`config.mk`:
```
export PLATFORM = sky130hd
export DESIGN_NAME = epcfg_preload
export DESIGN_NICKNAME = d
export VERILOG_FILES = /design/src/epcfg_pkg.sv /design/src/epcfg_preload.sv /design/src/epcfg_port_fields.sv
export SDC_FILE = /design/constraint.sdc
export NUM_CORES = 1
export LEC_CHECK = 0
export BUFFER_PORTS_ARGS = -buffer_cell sky130_fd_sc_hd__buf_4
export CORE_ASPECT_RATIO = 1.2
export CORE_MARGIN = 8
export CORE_UTILIZATION = 30
export DETAILED_ROUTE_END_ITERATION = 12
export PLACE_DENSITY = 0.55
export SLEW_MARGIN = 5
export SYNTH_ARGS = -nofsm -noshare
export SYNTH_HDL_FRONTEND = slang
export SYNTH_SLANG_ARGS = --single-unit
export TNS_END_PERCENT = 30
```
`constraint.sdc`:
```
create_clock -name mclk -period 4 [get_ports mclk]
set_input_delay 0.8 -clock mclk [delete_from_list [all_inputs] [get_ports mclk]]
set_output_delay 0.8 -clock mclk [all_outputs]
set_load 0.02 [all_outputs]
```
`src/epcfg_pkg.sv`:
```
// Constants for the downstream port configuration preload block.
package epcfg_pkg;
   localparam int NPORT = 3;
   localparam logic [7:0] ADDR_PORT2 = 8'h64;
   localparam logic [7:0] ADDR_PORT3 = 8'h66;
   localparam logic [7:0] ADDR_PORT4 = 8'h68;
   localparam logic [11:0] OFS_SLOT = 12'h0C0;
   localparam logic [11:0] OFS_SCLK = 12'h0D0;
   localparam logic [11:0] OFS_DSI = 12'h040;
   localparam logic [11:0] OFS_LOW_PRIORITY_VC_COUNT = 12'h144;
   localparam logic [11:0] OFS_PNUM = 12'h0CC;
   localparam logic [11:0] OFS_TCMAP = 12'h154;
   localparam int W_SLOT = 0;
   localparam int W_SCLK = 1;
   localparam int W_DSI = 2;
   localparam int W_LOW_PRIORITY_VC_COUNT = 3;
   localparam int W_PNUM_LO = 4;
   localparam int W_PNUM_HI = 6;
   localparam int W_TC_LO = 9;
   localparam int W_TC_HI = 15;
   localparam int D_SLOT = 24;
   localparam int D_SCLK = 28;
   localparam int D_DSI = 21;
   localparam int D_LOW_PRIORITY_VC_COUNT = 4;
   localparam int D_PNUM_LO = 24;
   localparam int D_TC_LO = 1;
   localparam logic DEF_SLOT = 1'h0;
   localparam logic DEF_SCLK = 1'h0;
   localparam logic DEF_DSI = 1'h0;
   localparam logic DEF_LOW_PRIORITY_VC_COUNT = 1'h0;
   localparam logic [2:0] DEF_PNUM0 = 3'h2;
   localparam logic [6:0] DEF_TCMAP = 7'h7F;
   typedef enum logic [1:0] {
      EPCFG_IDLE = 2'h0,
      EPCFG_REQ = 2'h1,
      EPCFG_WAIT = 2'h3,
      EPCFG_DONE = 2'h2
   } epcfg_state_t;
endpackage

```
`src/epcfg_preload.sv`:
```
// Sequencer that copies preload words into the downstream port configuration bits.
`timescale 1ns/1ns
module epcfg_preload (
   input wire logic mclk,
   input wire logic rst,
   input wire logic mem_valid,
   output logic rd_req,
   output logic [7:0] rd_addr,
   input wire logic rd_ack,
   input wire logic [15:0] rd_data,
   output logic cfg_ready,
   output logic [2:0] slot_impl,
   output logic [2:0] slot_clk_cfg,
   output logic [2:0] dsi_req,
   output logic [2:0] low_priority_vc_count,
   output logic [8:0] port_num,
   output logic [20:0] tc_vc0_map
);
   // ------------------------------------------------------------
   // Sequencer
   // ------------------------------------------------------------
   epcfg_pkg::epcfg_state_t st_r, st_nxt;
   logic [1:0] idx_r, idx_nxt;
   logic req_r, req_nxt, rdy_r, rdy_nxt;
   logic [7:0] addr_r, addr_nxt;
   logic [2:0] load;

   // Byte address of the preload word for each downstream port.
   function automatic logic [7:0] port_addr(input logic [1:0] i);
      case (i)
         2'h0: port_addr = epcfg_pkg::ADDR_PORT2;
         2'h1: port_addr = epcfg_pkg::ADDR_PORT3;
         default: port_addr = epcfg_pkg::ADDR_PORT4;
      endcase
   endfunction

   always_comb begin
      st_nxt = st_r;
      idx_nxt = idx_r;
      req_nxt = 1'h0;
      rdy_nxt = rdy_r;
      addr_nxt = addr_r;
      load = 3'h0;
      case (st_r)
         epcfg_pkg::EPCFG_IDLE: begin
            if (mem_valid) begin
               st_nxt = epcfg_pkg::EPCFG_REQ;
               idx_nxt = 2'h0;
            end else begin
               st_nxt = epcfg_pkg::EPCFG_DONE;
               rdy_nxt = 1'h1;
            end
         end
         epcfg_pkg::EPCFG_REQ: begin
            addr_nxt = port_addr(idx_r);
            req_nxt = 1'h1;
            st_nxt = epcfg_pkg::EPCFG_WAIT;
         end
         epcfg_pkg::EPCFG_WAIT: begin
            if (rd_ack) begin
               load = 3'h1 << idx_r;
               if (idx_r == 2'(epcfg_pkg::NPORT - 1)) begin
                  st_nxt = epcfg_pkg::EPCFG_DONE;
                  rdy_nxt = 1'h1;
               end else begin
                  idx_nxt = idx_r + 2'h1;
                  st_nxt = epcfg_pkg::EPCFG_REQ;
               end
            end
         end
         epcfg_pkg::EPCFG_DONE: begin
            st_nxt = epcfg_pkg::EPCFG_DONE;
         end
         default: begin
            st_nxt = epcfg_pkg::EPCFG_IDLE;
         end
      endcase
   end

   always_ff @(posedge mclk or posedge rst) begin
      if (rst) begin
         st_r <= epcfg_pkg::EPCFG_IDLE;
         idx_r <= 2'h0;
         req_r <= 1'h0;
         rdy_r <= 1'h0;
         addr_r <= 8'h00;
      end else begin
         st_r <= st_nxt;
         idx_r <= idx_nxt;
         req_r <= req_nxt;
         rdy_r <= rdy_nxt;
         addr_r <= addr_nxt;
      end
   end

   // ------------------------------------------------------------
   // Outputs
   // ------------------------------------------------------------
   assign rd_req = req_r;
   assign rd_addr = addr_r;
   assign cfg_ready = rdy_r;

   // ------------------------------------------------------------
   // Per-port fields
   // ------------------------------------------------------------
   genvar g;
   generate
      for (g = 0; g < epcfg_pkg::NPORT; g++) begin : gen_port
         epcfg_port_fields u_fields (
            .mclk(mclk),
            .rst(rst),
            .load(load[g]),
            .word(rd_data),
            .def_pnum(3'(epcfg_pkg::DEF_PNUM0 + 3'(g))),
            .slot_impl(slot_impl[g]),
            .slot_clk_cfg(slot_clk_cfg[g]),
            .dsi_req(dsi_req[g]),
            .low_priority_vc_count(low_priority_vc_count[g]),
            .port_num(port_num[3*g+:3]),
            .tc_vc0_map(tc_vc0_map[7*g+:7])
         );

         // fields other than the port number move only on their own load.
         a_field_hold: assert property (@(posedge mclk) disable iff (rst)
            !load[g] |=> $stable({slot_impl[g], slot_clk_cfg[g], dsi_req[g],
            low_priority_vc_count[g], tc_vc0_map[7*g+:7]}))
            else $error("Field changed without a load.");

         // port number moves only on its own load once out of idle.
         a_pnum_hold: assert property (@(posedge mclk) disable iff (rst)
            (st_r != epcfg_pkg::EPCFG_IDLE && !load[g]) |=> $stable(port_num[3*g+:3]))
            else $error("Port number changed without a load.");

         // no memory leaves the defaults in place.
         a_field_default: assert property (@(posedge mclk) disable iff (rst)
            (st_r == epcfg_pkg::EPCFG_IDLE && !mem_valid) |=>
            (port_num[3*g+:3] == 3'(epcfg_pkg::DEF_PNUM0 + 3'(g)) &&
            tc_vc0_map[7*g+:7] == epcfg_pkg::DEF_TCMAP &&
            slot_impl[g] == epcfg_pkg::DEF_SLOT))
            else $error("Defaults not kept without memory.");
      end
   endgenerate

   // ------------------------------------------------------------
   // Sequencer checks
   // ------------------------------------------------------------
   // loads happen only before ready.
   a_no_late_load: assert property (@(posedge mclk) disable iff (rst)
      cfg_ready |-> load == 3'h0) else $error("Load after ready.");

   a_req_addr: assert property (@(posedge mclk) disable iff (rst)
      rd_req |-> (rd_addr == (idx_r == 2'h0 ? epcfg_pkg::ADDR_PORT2 :
      idx_r == 2'h1 ? epcfg_pkg::ADDR_PORT3 : epcfg_pkg::ADDR_PORT4)))
      else $error("Wrong preload address.");

   // no memory means ready on the next edge.
   a_nomem_ready: assert property (@(posedge mclk) disable iff (rst)
      (st_r == epcfg_pkg::EPCFG_IDLE && !mem_valid) |=> cfg_ready && !rd_req)
      else $error("Defaults path not ready.");

   a_ready_stays: assert property (@(posedge mclk) disable iff (rst)
      cfg_ready |=> cfg_ready) else $error("Ready dropped.");

   a_req_before_rdy: assert property (@(posedge mclk) disable iff (rst)
      cfg_ready |-> !rd_req) else $error("Request after ready.");

   a_req_pulse: assert property (@(posedge mclk) disable iff (rst)
      rd_req |=> !rd_req) else $error("Request longer than one cycle.");

   a_addr_hold: assert property (@(posedge mclk) disable iff (rst)
      !rd_req |-> $stable(rd_addr)) else $error("Address moved without a request.");

   // one port loads at a time, and only on an answer.
   a_load_onehot: assert property (@(posedge mclk) disable iff (rst)
      (load != 3'h0) |-> ($onehot(load) && rd_ack)) else $error("Bad load pattern.");

   // an answer while waiting is always taken.
   a_ack_loads: assert property (@(posedge mclk) disable iff (rst)
      (st_r == epcfg_pkg::EPCFG_WAIT && rd_ack) |-> load != 3'h0)
      else $error("Answer not taken.");

   // port 2 is followed by port 3.
   a_next_port3: assert property (@(posedge mclk) disable iff (rst)
      load[0] |-> ##2 (rd_req && rd_addr == epcfg_pkg::ADDR_PORT3))
      else $error("Port 3 not requested after port 2.");

   // port 3 is followed by port 4.
   a_next_port4: assert property (@(posedge mclk) disable iff (rst)
      load[1] |-> ##2 (rd_req && rd_addr == epcfg_pkg::ADDR_PORT4))
      else $error("Port 4 not requested after port 3.");

   a_rdy_after_last: assert property (@(posedge mclk) disable iff (rst)
      load[2] |=> cfg_ready) else $error("Ready late after last load.");

   // first request goes to port 2.
   a_first_port2: assert property (@(posedge mclk) disable iff (rst)
      (st_r == epcfg_pkg::EPCFG_IDLE && mem_valid) |=>
      !rd_req ##1 (rd_req && rd_addr == epcfg_pkg::ADDR_PORT2))
      else $error("First request not for port 2.");

   a_wait_holds: assert property (@(posedge mclk) disable iff (rst)
      (st_r == epcfg_pkg::EPCFG_WAIT && !rd_ack) |=>
      (st_r == epcfg_pkg::EPCFG_WAIT && !rd_req))
      else $error("Wait left without an answer.");

   a_mem_sample: assert property (@(posedge mclk) disable iff (rst)
      (st_r == epcfg_pkg::EPCFG_IDLE && mem_valid) |=>
      (st_r == epcfg_pkg::EPCFG_REQ && !cfg_ready))
      else $error("Memory present not seen.");

   a_idx_range: assert property (@(posedge mclk) disable iff (rst)
      idx_r != 2'h3) else $error("Port index out of range.");
endmodule

```
`src/epcfg_port_fields.sv`:
```
// Holds the preloadable configuration bits of one downstream port.
`timescale 1ns/1ns
module epcfg_port_fields (
   input wire logic mclk,
   input wire logic rst,
   input wire logic load,
   input wire logic [15:0] word,
   input wire logic [2:0] def_pnum,
   output logic slot_impl,
   output logic slot_clk_cfg,
   output logic dsi_req,
   output logic low_priority_vc_count,
   output logic [2:0] port_num,
   output logic [6:0] tc_vc0_map
);
   logic slot_r, slot_nxt, sclk_r, sclk_nxt, dsi_r, dsi_nxt, low_priority_vc_count_r, low_priority_vc_count_nxt;
   logic [2:0] pnum_r, pnum_nxt;
   logic [6:0] tc_r, tc_nxt;
   logic pdef_r;

   always_comb begin
      slot_nxt = slot_r;
      sclk_nxt = sclk_r;
      dsi_nxt = dsi_r;
      low_priority_vc_count_nxt = low_priority_vc_count_r;
      pnum_nxt = pdef_r ? def_pnum : pnum_r;
      tc_nxt = tc_r;
      if (load) begin
         slot_nxt = word[epcfg_pkg::W_SLOT];
         sclk_nxt = word[epcfg_pkg::W_SCLK];
         dsi_nxt = word[epcfg_pkg::W_DSI];
         low_priority_vc_count_nxt = word[epcfg_pkg::W_LOW_PRIORITY_VC_COUNT];
         pnum_nxt = word[epcfg_pkg::W_PNUM_HI:epcfg_pkg::W_PNUM_LO];
         tc_nxt = word[epcfg_pkg::W_TC_HI:epcfg_pkg::W_TC_LO];
      end
   end

   // The port number default comes from a port input, so it is taken one edge after release.
   always_ff @(posedge mclk or posedge rst) begin
      if (rst) begin
         slot_r <= epcfg_pkg::DEF_SLOT;
         sclk_r <= epcfg_pkg::DEF_SCLK;
         dsi_r <= epcfg_pkg::DEF_DSI;
         low_priority_vc_count_r <= epcfg_pkg::DEF_LOW_PRIORITY_VC_COUNT;
         pnum_r <= 3'h0;
         tc_r <= epcfg_pkg::DEF_TCMAP;
         pdef_r <= 1'h1;
      end else begin
         slot_r <= slot_nxt;
         sclk_r <= sclk_nxt;
         dsi_r <= dsi_nxt;
         low_priority_vc_count_r <= low_priority_vc_count_nxt;
         pnum_r <= pnum_nxt;
         tc_r <= tc_nxt;
         pdef_r <= 1'h0;
      end
   end

   assign slot_impl = slot_r;
   assign slot_clk_cfg = sclk_r;
   assign dsi_req = dsi_r;
   assign low_priority_vc_count = low_priority_vc_count_r;
   assign port_num = pnum_r;
   assign tc_vc0_map = tc_r;

   a_pnum_load: assert property (@(posedge mclk) disable iff (rst)
      load |=> port_num == $past(word[6:4])) else $error("Port number not loaded.");
   a_tcmap_load: assert property (@(posedge mclk) disable iff (rst)
      load |=> tc_vc0_map == $past(word[15:9])) else $error("Traffic class map not loaded.");
   a_slot_load: assert property (@(posedge mclk) disable iff (rst)
      load |=> slot_impl == $past(word[0])) else $error("Slot bit not loaded.");
   a_sclk_load: assert property (@(posedge mclk) disable iff (rst)
      load |=> slot_clk_cfg == $past(word[1])) else $error("Slot clock bit not loaded.");
   a_dsi_load: assert property (@(posedge mclk) disable iff (rst)
      load |=> dsi_req == $past(word[2])) else $error("Initialization bit not loaded.");
   // low priority bit follows the word.
   a_low_priority_vc_count_load: assert property (@(posedge mclk) disable iff (rst)
      load |=> low_priority_vc_count == $past(word[3])) else $error("VC count bit not loaded.");
endmodule

```
[Word-level counts from Yosys, hierarchy flattened]
Index checks and enable logic that the tools add are counted.
W data, S select, Z words.
Operators by class
  add/subtract/negate cells: 1
  equal/unequal tests: 10
  shift operators: 1
  multiplexer cells: 22
  reductions and logical operators: 8
Operators with widths (count)
  $mux W3: 8
  $mux W2: 6
  $ne A2 B2 Y1 const B: 5
  $pmux W2 S4: 1
  $pmux W4 S2: 1
  $reduce_and A4 Y1: 2
  $reduce_bool A2 Y1: 4
  $eq A2 B2 Y1 const B: 3
  $eq A2 B1 Y1 const B: 2
  $logic_not A2 Y1: 2
  $mux W1: 4
  $pmux W2 S2: 1
  $shl A1 B2 Y3 const A: 1
  $add A2 B1 Y2 const B: 1
  $pmux W1 S2: 1
Storage, ports and cells
  register bits: 57
  input port bits: 20
  output and inout bits: 52
  logic and storage cells: 66

[Logic depth before layout (Yosys ltp)]
  word-level depth: 4
  gate-level depth with buffers: 6
  depth with buffers taken out: 5

[Modules after synthesis]
From an unflattened synthesis, not the netlist that was laid out.
Second synthesis, totals
  cells, all modules: 172
  area, all modules: 2393.5 µm²
Modules (own cells, without submodules)
  epcfg_port_fields: times used 3, cells each 39, area each 614.3 µm²
  epcfg_preload: times used 1, cells each 55, area each 550.5 µm²

[Worst setup path before layout]
No wires, ideal clock.
  path type: input to register
  from: in mem_valid
  to: reg idx_r[0]
  arrival: 1.520 ns
  required time: 3.921 ns
  path slack: 2.400 ns
  stages: 3
  path buffers: 0
  cell sequence: or3b_2 o21ai_2 mux2i_1
On the way
  longest elaborated chain between the ends: 2
Ends and longest elaborated chain
  start: declaration: RTL line epcfg_preload.sv:6  | input wire logic mem_valid,
  $ne A2 B2 Y1 (no line)
  $reduce_and A4 Y1 (no line)
  end signal: assignment: RTL line epcfg_preload.sv:89  | idx_r <= idx_nxt;
  end: declaration: RTL line epcfg_preload.sv:23  | logic [1:0] idx_r, idx_nxt;
No other way between the ends.
A chain may end at the register's enable or synchronous reset.

[Worst setup path in the final report]
  from: reg gen_port[1].u_fields.tc_r[0]
  to: out tc_vc0_map[7]
RTL lines
  start: declaration: RTL line epcfg_port_fields.sv:18  | logic [6:0] tc_r, tc_nxt;
  start signal: assignment: RTL line epcfg_port_fields.sv:46  | tc_r <= epcfg_pkg::DEF_TCMAP;
  start signal: assignment: RTL line epcfg_port_fields.sv:54  | tc_r <= tc_nxt;
  end: declaration: RTL line epcfg_preload.sv:17  | output logic [20:0] tc_vc0_map
No word-level cell between the ends.

==> impl_metrics.sql <==
INSERT INTO impl_metrics (metric_group, metric, value, unit) VALUES
('setup_path', 'timing.critical_path.required', '3.20', 'ns'),
('drt', 'drt_first_pass_iters', '4', ''),
('place', 'io_buffer_count', '66', ''),
('power', 'power_density', '796.3', 'mW/mm^2'),
('hold_path', 'min_path_type', 'reg2reg', ''),
('place', 'gp_routability_congestion', '0.6540', ''),
('synth', 'syn-instance-count', '166', ''),
('drt', 'post_drt_wl_per_cell', '15.40', 'um'),
('timing', 'setup_violations', '0', ''),
('final_layout', 'antennaDiodeCount', '0', ''),
('clock_tree', 'post-cts-setup-buffer-count', '0', ''),
('setup_path', 'critical_path_launch_point_type', 'register', ''),
('synth', 'synth_seq_area_share', '58.02', '%'),
('timing', 'tightest_slew', '0.6939', 'ns'),
('setup_path', 'critical_path.cell_chain', 'buf_4', ''),
('setup_path', 'timing.critical_path.arrival', '1.00', 'ns'),
('timing', 'skew', '0.007246', 'ns'),
('global_route', 'number_of_global_route_vias_before_repair', '1452', ''),
('synth', 'netlist_area', '0.002333', 'mm^2'),
('synth', 'synthesis.yosys.warnings', '0', ''),
('clock_tree', 'htree_levels', '2', ''),
('timing', 'rsz0062_at_grt', 'no', ''),
('clock_tree', 'cts_buffers', '5', ''),
('timing', 'min_period', '1.795', 'ns'),
('final_layout', 'syn_to_final_growth', '24.45', '%'),
('power', 'power_switching', '0.8182', 'mW'),
('setup_path', 'critical_path.max_stage_delay', '0.55', 'ns'),
('power', 'worst_ir_drop_vdd', '0.2964', 'mV'),
('power', 'share_seq_of_total_power', '42.3', '%'),
('timing', 'maxSlewViolCount', '0', ''),
('global_route', 'antenna_found_initial', '0', ''),
('floorplanning', 'die-area', '0.01087', 'mm^2'),
('global_route', 'grt_use_total', '9.132', '%'),
('clock_tree', 'clock_tree_from_tritoncts', 'yes', ''),
('clock_tree', 'post_cts_resized', '0', ''),
('clock_tree', 'clkTransAtPathRegs', '0.10', 'ns'),
('global_route', 'grt_start_max_net_pins', '31', ''),
('timing', 'fmax', '0.5570', 'GHz'),
('synth', 'synth_top_area_share', '33.24', '%'),
('setup_path', 'slowest_stage', 'sky130_fd_sc_hd__dfstp_2', ''),
('status', 'run_status', 'complete, no violations', ''),
('drt', 'num_vias', '1363', ''),
('setup_path', 'critical_path_buf_inv_count', '1', ''),
('place', 'pre_cts_slack', '2.140', 'ns'),
('final_layout', 'final.fill_count', '784', ''),
('drt', 'detailed_route_wl', '4.851', 'mm'),
('setup_path', 'rr_startpoint', 'idx_r[0]$_DFFE_PP0P_', ''),
('setup_path', 'critPathLaunch', 'gen_port[1].u_fields.tc_vc0_map[0]$_DFFE_PP1P_', ''),
('power', 'relative_contribution_of_the_clock_network_to_total_power', '15.5', '%'),
('global_route', 'grt_pass1_wl', '7.700', 'mm'),
('clock_tree', 'cts.path.max_buffers', '2', ''),
('floorplanning', 'die_width', '96.51', 'um'),
('timing', 'final_hold_violation_count', '0', ''),
('timing', 'timing.setup.tns', '0', 'ns'),
('final_layout', 'seqCellArea', '0.001354', 'mm^2'),
('global_route', 'globalRouteOverflowTotal', '0', ''),
('power', 'power.share.switching', '35.38', '%'),
('floorplanning', 'boundaryPins', '72', ''),
('drt', 'drt_first_iter_violations', '20', ''),
('place', 'post-dp-hpwl', '3.446', 'mm'),
('floorplanning', 'die_y', '112.6', 'um'),
('power', 'leakage', '1.385', 'nW'),
('timing', 'finalWorstSetupSlack', '2.205', 'ns'),
('power', 'comb_power_share', '42.1', '%'),
('setup_path', 'critPathKind', 'reg2out', ''),
('final_layout', 'layout.nets', '247', ''),
('setup_path', 'end_kind', 'output pin', ''),
('drt', 'via_density_per_instance', '4.327', ''),
('synth', 'ys_top_cells_by_area', 'sky130_fd_sc_hd__dfrtp_1, sky130_fd_sc_hd__dfstp_2, sky130_fd_sc_hd__mux2_2', ''),
('floorplanning', 'std_cell_rows', '35', ''),
('timing', 'fin_crit_sh', '44.89', '%');
## final cells by class
cell class | count | area share [%]
sequential | 53 | 46.62
tap | 92 | 3.964
timing repair buffer | 67 | 17.32
clock inverter | 2 | 1.206
inverter | 8 | 1.034
clock buffer | 6 | 2.499
multi-input combinational | 87 | 27.36
## cells in the mapped netlist
cell,n
sky130_fd_sc_hd__mux2_2,21
sky130_fd_sc_hd__or3b_2,1
sky130_fd_sc_hd__buf_4,17
sky130_fd_sc_hd__nor3_1,2
sky130_fd_sc_hd__inv_1,8
sky130_fd_sc_hd__a21oi_1,1
sky130_fd_sc_hd__nand2_1,5
sky130_fd_sc_hd__buf_2,1
sky130_fd_sc_hd__mux2_4,12
sky130_fd_sc_hd__o21a_1,1
sky130_fd_sc_hd__dfstp_2,22
sky130_fd_sc_hd__ha_1,5
sky130_fd_sc_hd__nand3b_1,5
sky130_fd_sc_hd__a21o_1,1
sky130_fd_sc_hd__conb_1,1
sky130_fd_sc_hd__mux2i_1,2
sky130_fd_sc_hd__nand4_4,3
sky130_fd_sc_hd__buf_6,3
sky130_fd_sc_hd__dfrtp_1,31
sky130_fd_sc_hd__nand2b_1,2
sky130_fd_sc_hd__o21ai_2,1
sky130_fd_sc_hd__nand3_1,3
sky130_fd_sc_hd__o21ai_0,14
sky130_fd_sc_hd__nor2_1,4
## logic make-up (layout without fill, tap and decap cells)
group	after synthesis	after routing	share of synthesized area, %
fa+ha+maj	5	5	2.681
compound gates	18	18	4.236
flops	53	53	58.02
buf+inv	29	83	8.418
simple gates	25	25	7.775
mux	35	35	18.71
other cells	1	4	0.1607
## stage by stage
stage	hold slack, ns	power, mW	cell area (um^2)	utilization [%]	std cells
floorplan	0.4806	1.664	2345	-	169
finish	0.4837	2.313	2904	38.11	315
global route	0.5288	2.454	2904	38.11	315
detailed placement	0.4680	1.986	2796	36.70	307
global placement	0.4642	1.974	2796	36.70	307
CTS	0.4912	2.355	2904	38.11	315
## layer usage
metal / vias to the layer above / global-route usage, % / share of wire (%)
li1: 652 / - / -
met1: 673 / 11.15 / 42
met2: 34 / 14.60 / 50
met3: 4 / 3.138 / 7.1
met4: 0 / 2.733 / 0.91
met5: - / 0 / 0
## sequential cells by signal (all words and copies together), names as in the netlist, 2 cells and up
register and count:
gen_port.u_fields.tc_vc0_map 21, idx_r 2, gen_port.u_fields.low_priority_vc_count 3, gen_port.u_fields.slot_impl 3, gen_port.u_fields.port_num 9, gen_port.u_fields.slot_clk_cfg 3, rd_addr 4, gen_port.u_fields.dsi_req 3
st_r 2
## final timing paths
path                                                                  endpoint  cells after the start  slack, ns
worst max-delay path                                             tc_vc0_map[7]                      1       2.20
worst min-delay path                                    rd_addr[1]$_DFFE_PP0P_                      2       0.48
worst max register to register   gen_port[2].u_fields.slot_clk_cfg$_DFFE_PP0P_                      4       2.35
worst min register to register                          rd_addr[1]$_DFFE_PP0P_                      2       0.48
max in group asynchronous       gen_port[0].u_fields.tc_vc0_map[4]$_DFFE_PP1P_                      3       2.56
min in group asynchronous         gen_port[2].u_fields.port_num[1]$_DFFE_PP0P_                      2       0.60
## power by group through the flow
| stage | sequential (mW) | combinational (mW) | clock (mW) |
|---|---|---|---|
| 2_1_floorplan | 1.12 | 0.549 | 0 |
| 6_report | 0.979 | 0.974 | 0.359 |
| 3_5_place_dp | 0.992 | 0.995 | 0 |
| 5_1_grt | 1.01 | 1.05 | 0.395 |
| 4_1_cts | 0.984 | 0.996 | 0.375 |
| 3_3_place_gp | 0.989 | 0.985 | 0 |
## cells in the final DEF (no fill, tap or decap)
master / instances
sky130_fd_sc_hd__nor3_1: 2
sky130_fd_sc_hd__dfrtp_1: 31
sky130_fd_sc_hd__bufinv_16: 1
sky130_fd_sc_hd__clkbuf_8: 5
sky130_fd_sc_hd__nor2_1: 4
sky130_fd_sc_hd__conb_1: 4
sky130_fd_sc_hd__ha_1: 5
sky130_fd_sc_hd__clkinv_2: 1
sky130_fd_sc_hd__clkbuf_1: 1
sky130_fd_sc_hd__o21ai_0: 14
sky130_fd_sc_hd__a21o_1: 1
sky130_fd_sc_hd__nand3b_1: 5
sky130_fd_sc_hd__mux2i_1: 2
sky130_fd_sc_hd__dfstp_2: 22
sky130_fd_sc_hd__o21ai_2: 1
sky130_fd_sc_hd__nand3_1: 3
sky130_fd_sc_hd__buf_4: 67
sky130_fd_sc_hd__o21a_1: 1
sky130_fd_sc_hd__nand2b_1: 2
sky130_fd_sc_hd__nand2_1: 5
sky130_fd_sc_hd__mux2_4: 12
sky130_fd_sc_hd__or3b_2: 1
sky130_fd_sc_hd__a21oi_1: 1
sky130_fd_sc_hd__nand4_4: 3
sky130_fd_sc_hd__inv_2: 1
sky130_fd_sc_hd__inv_1: 7
sky130_fd_sc_hd__mux2_2: 21
Note: power is estimated with default switching activity, not from simulation.
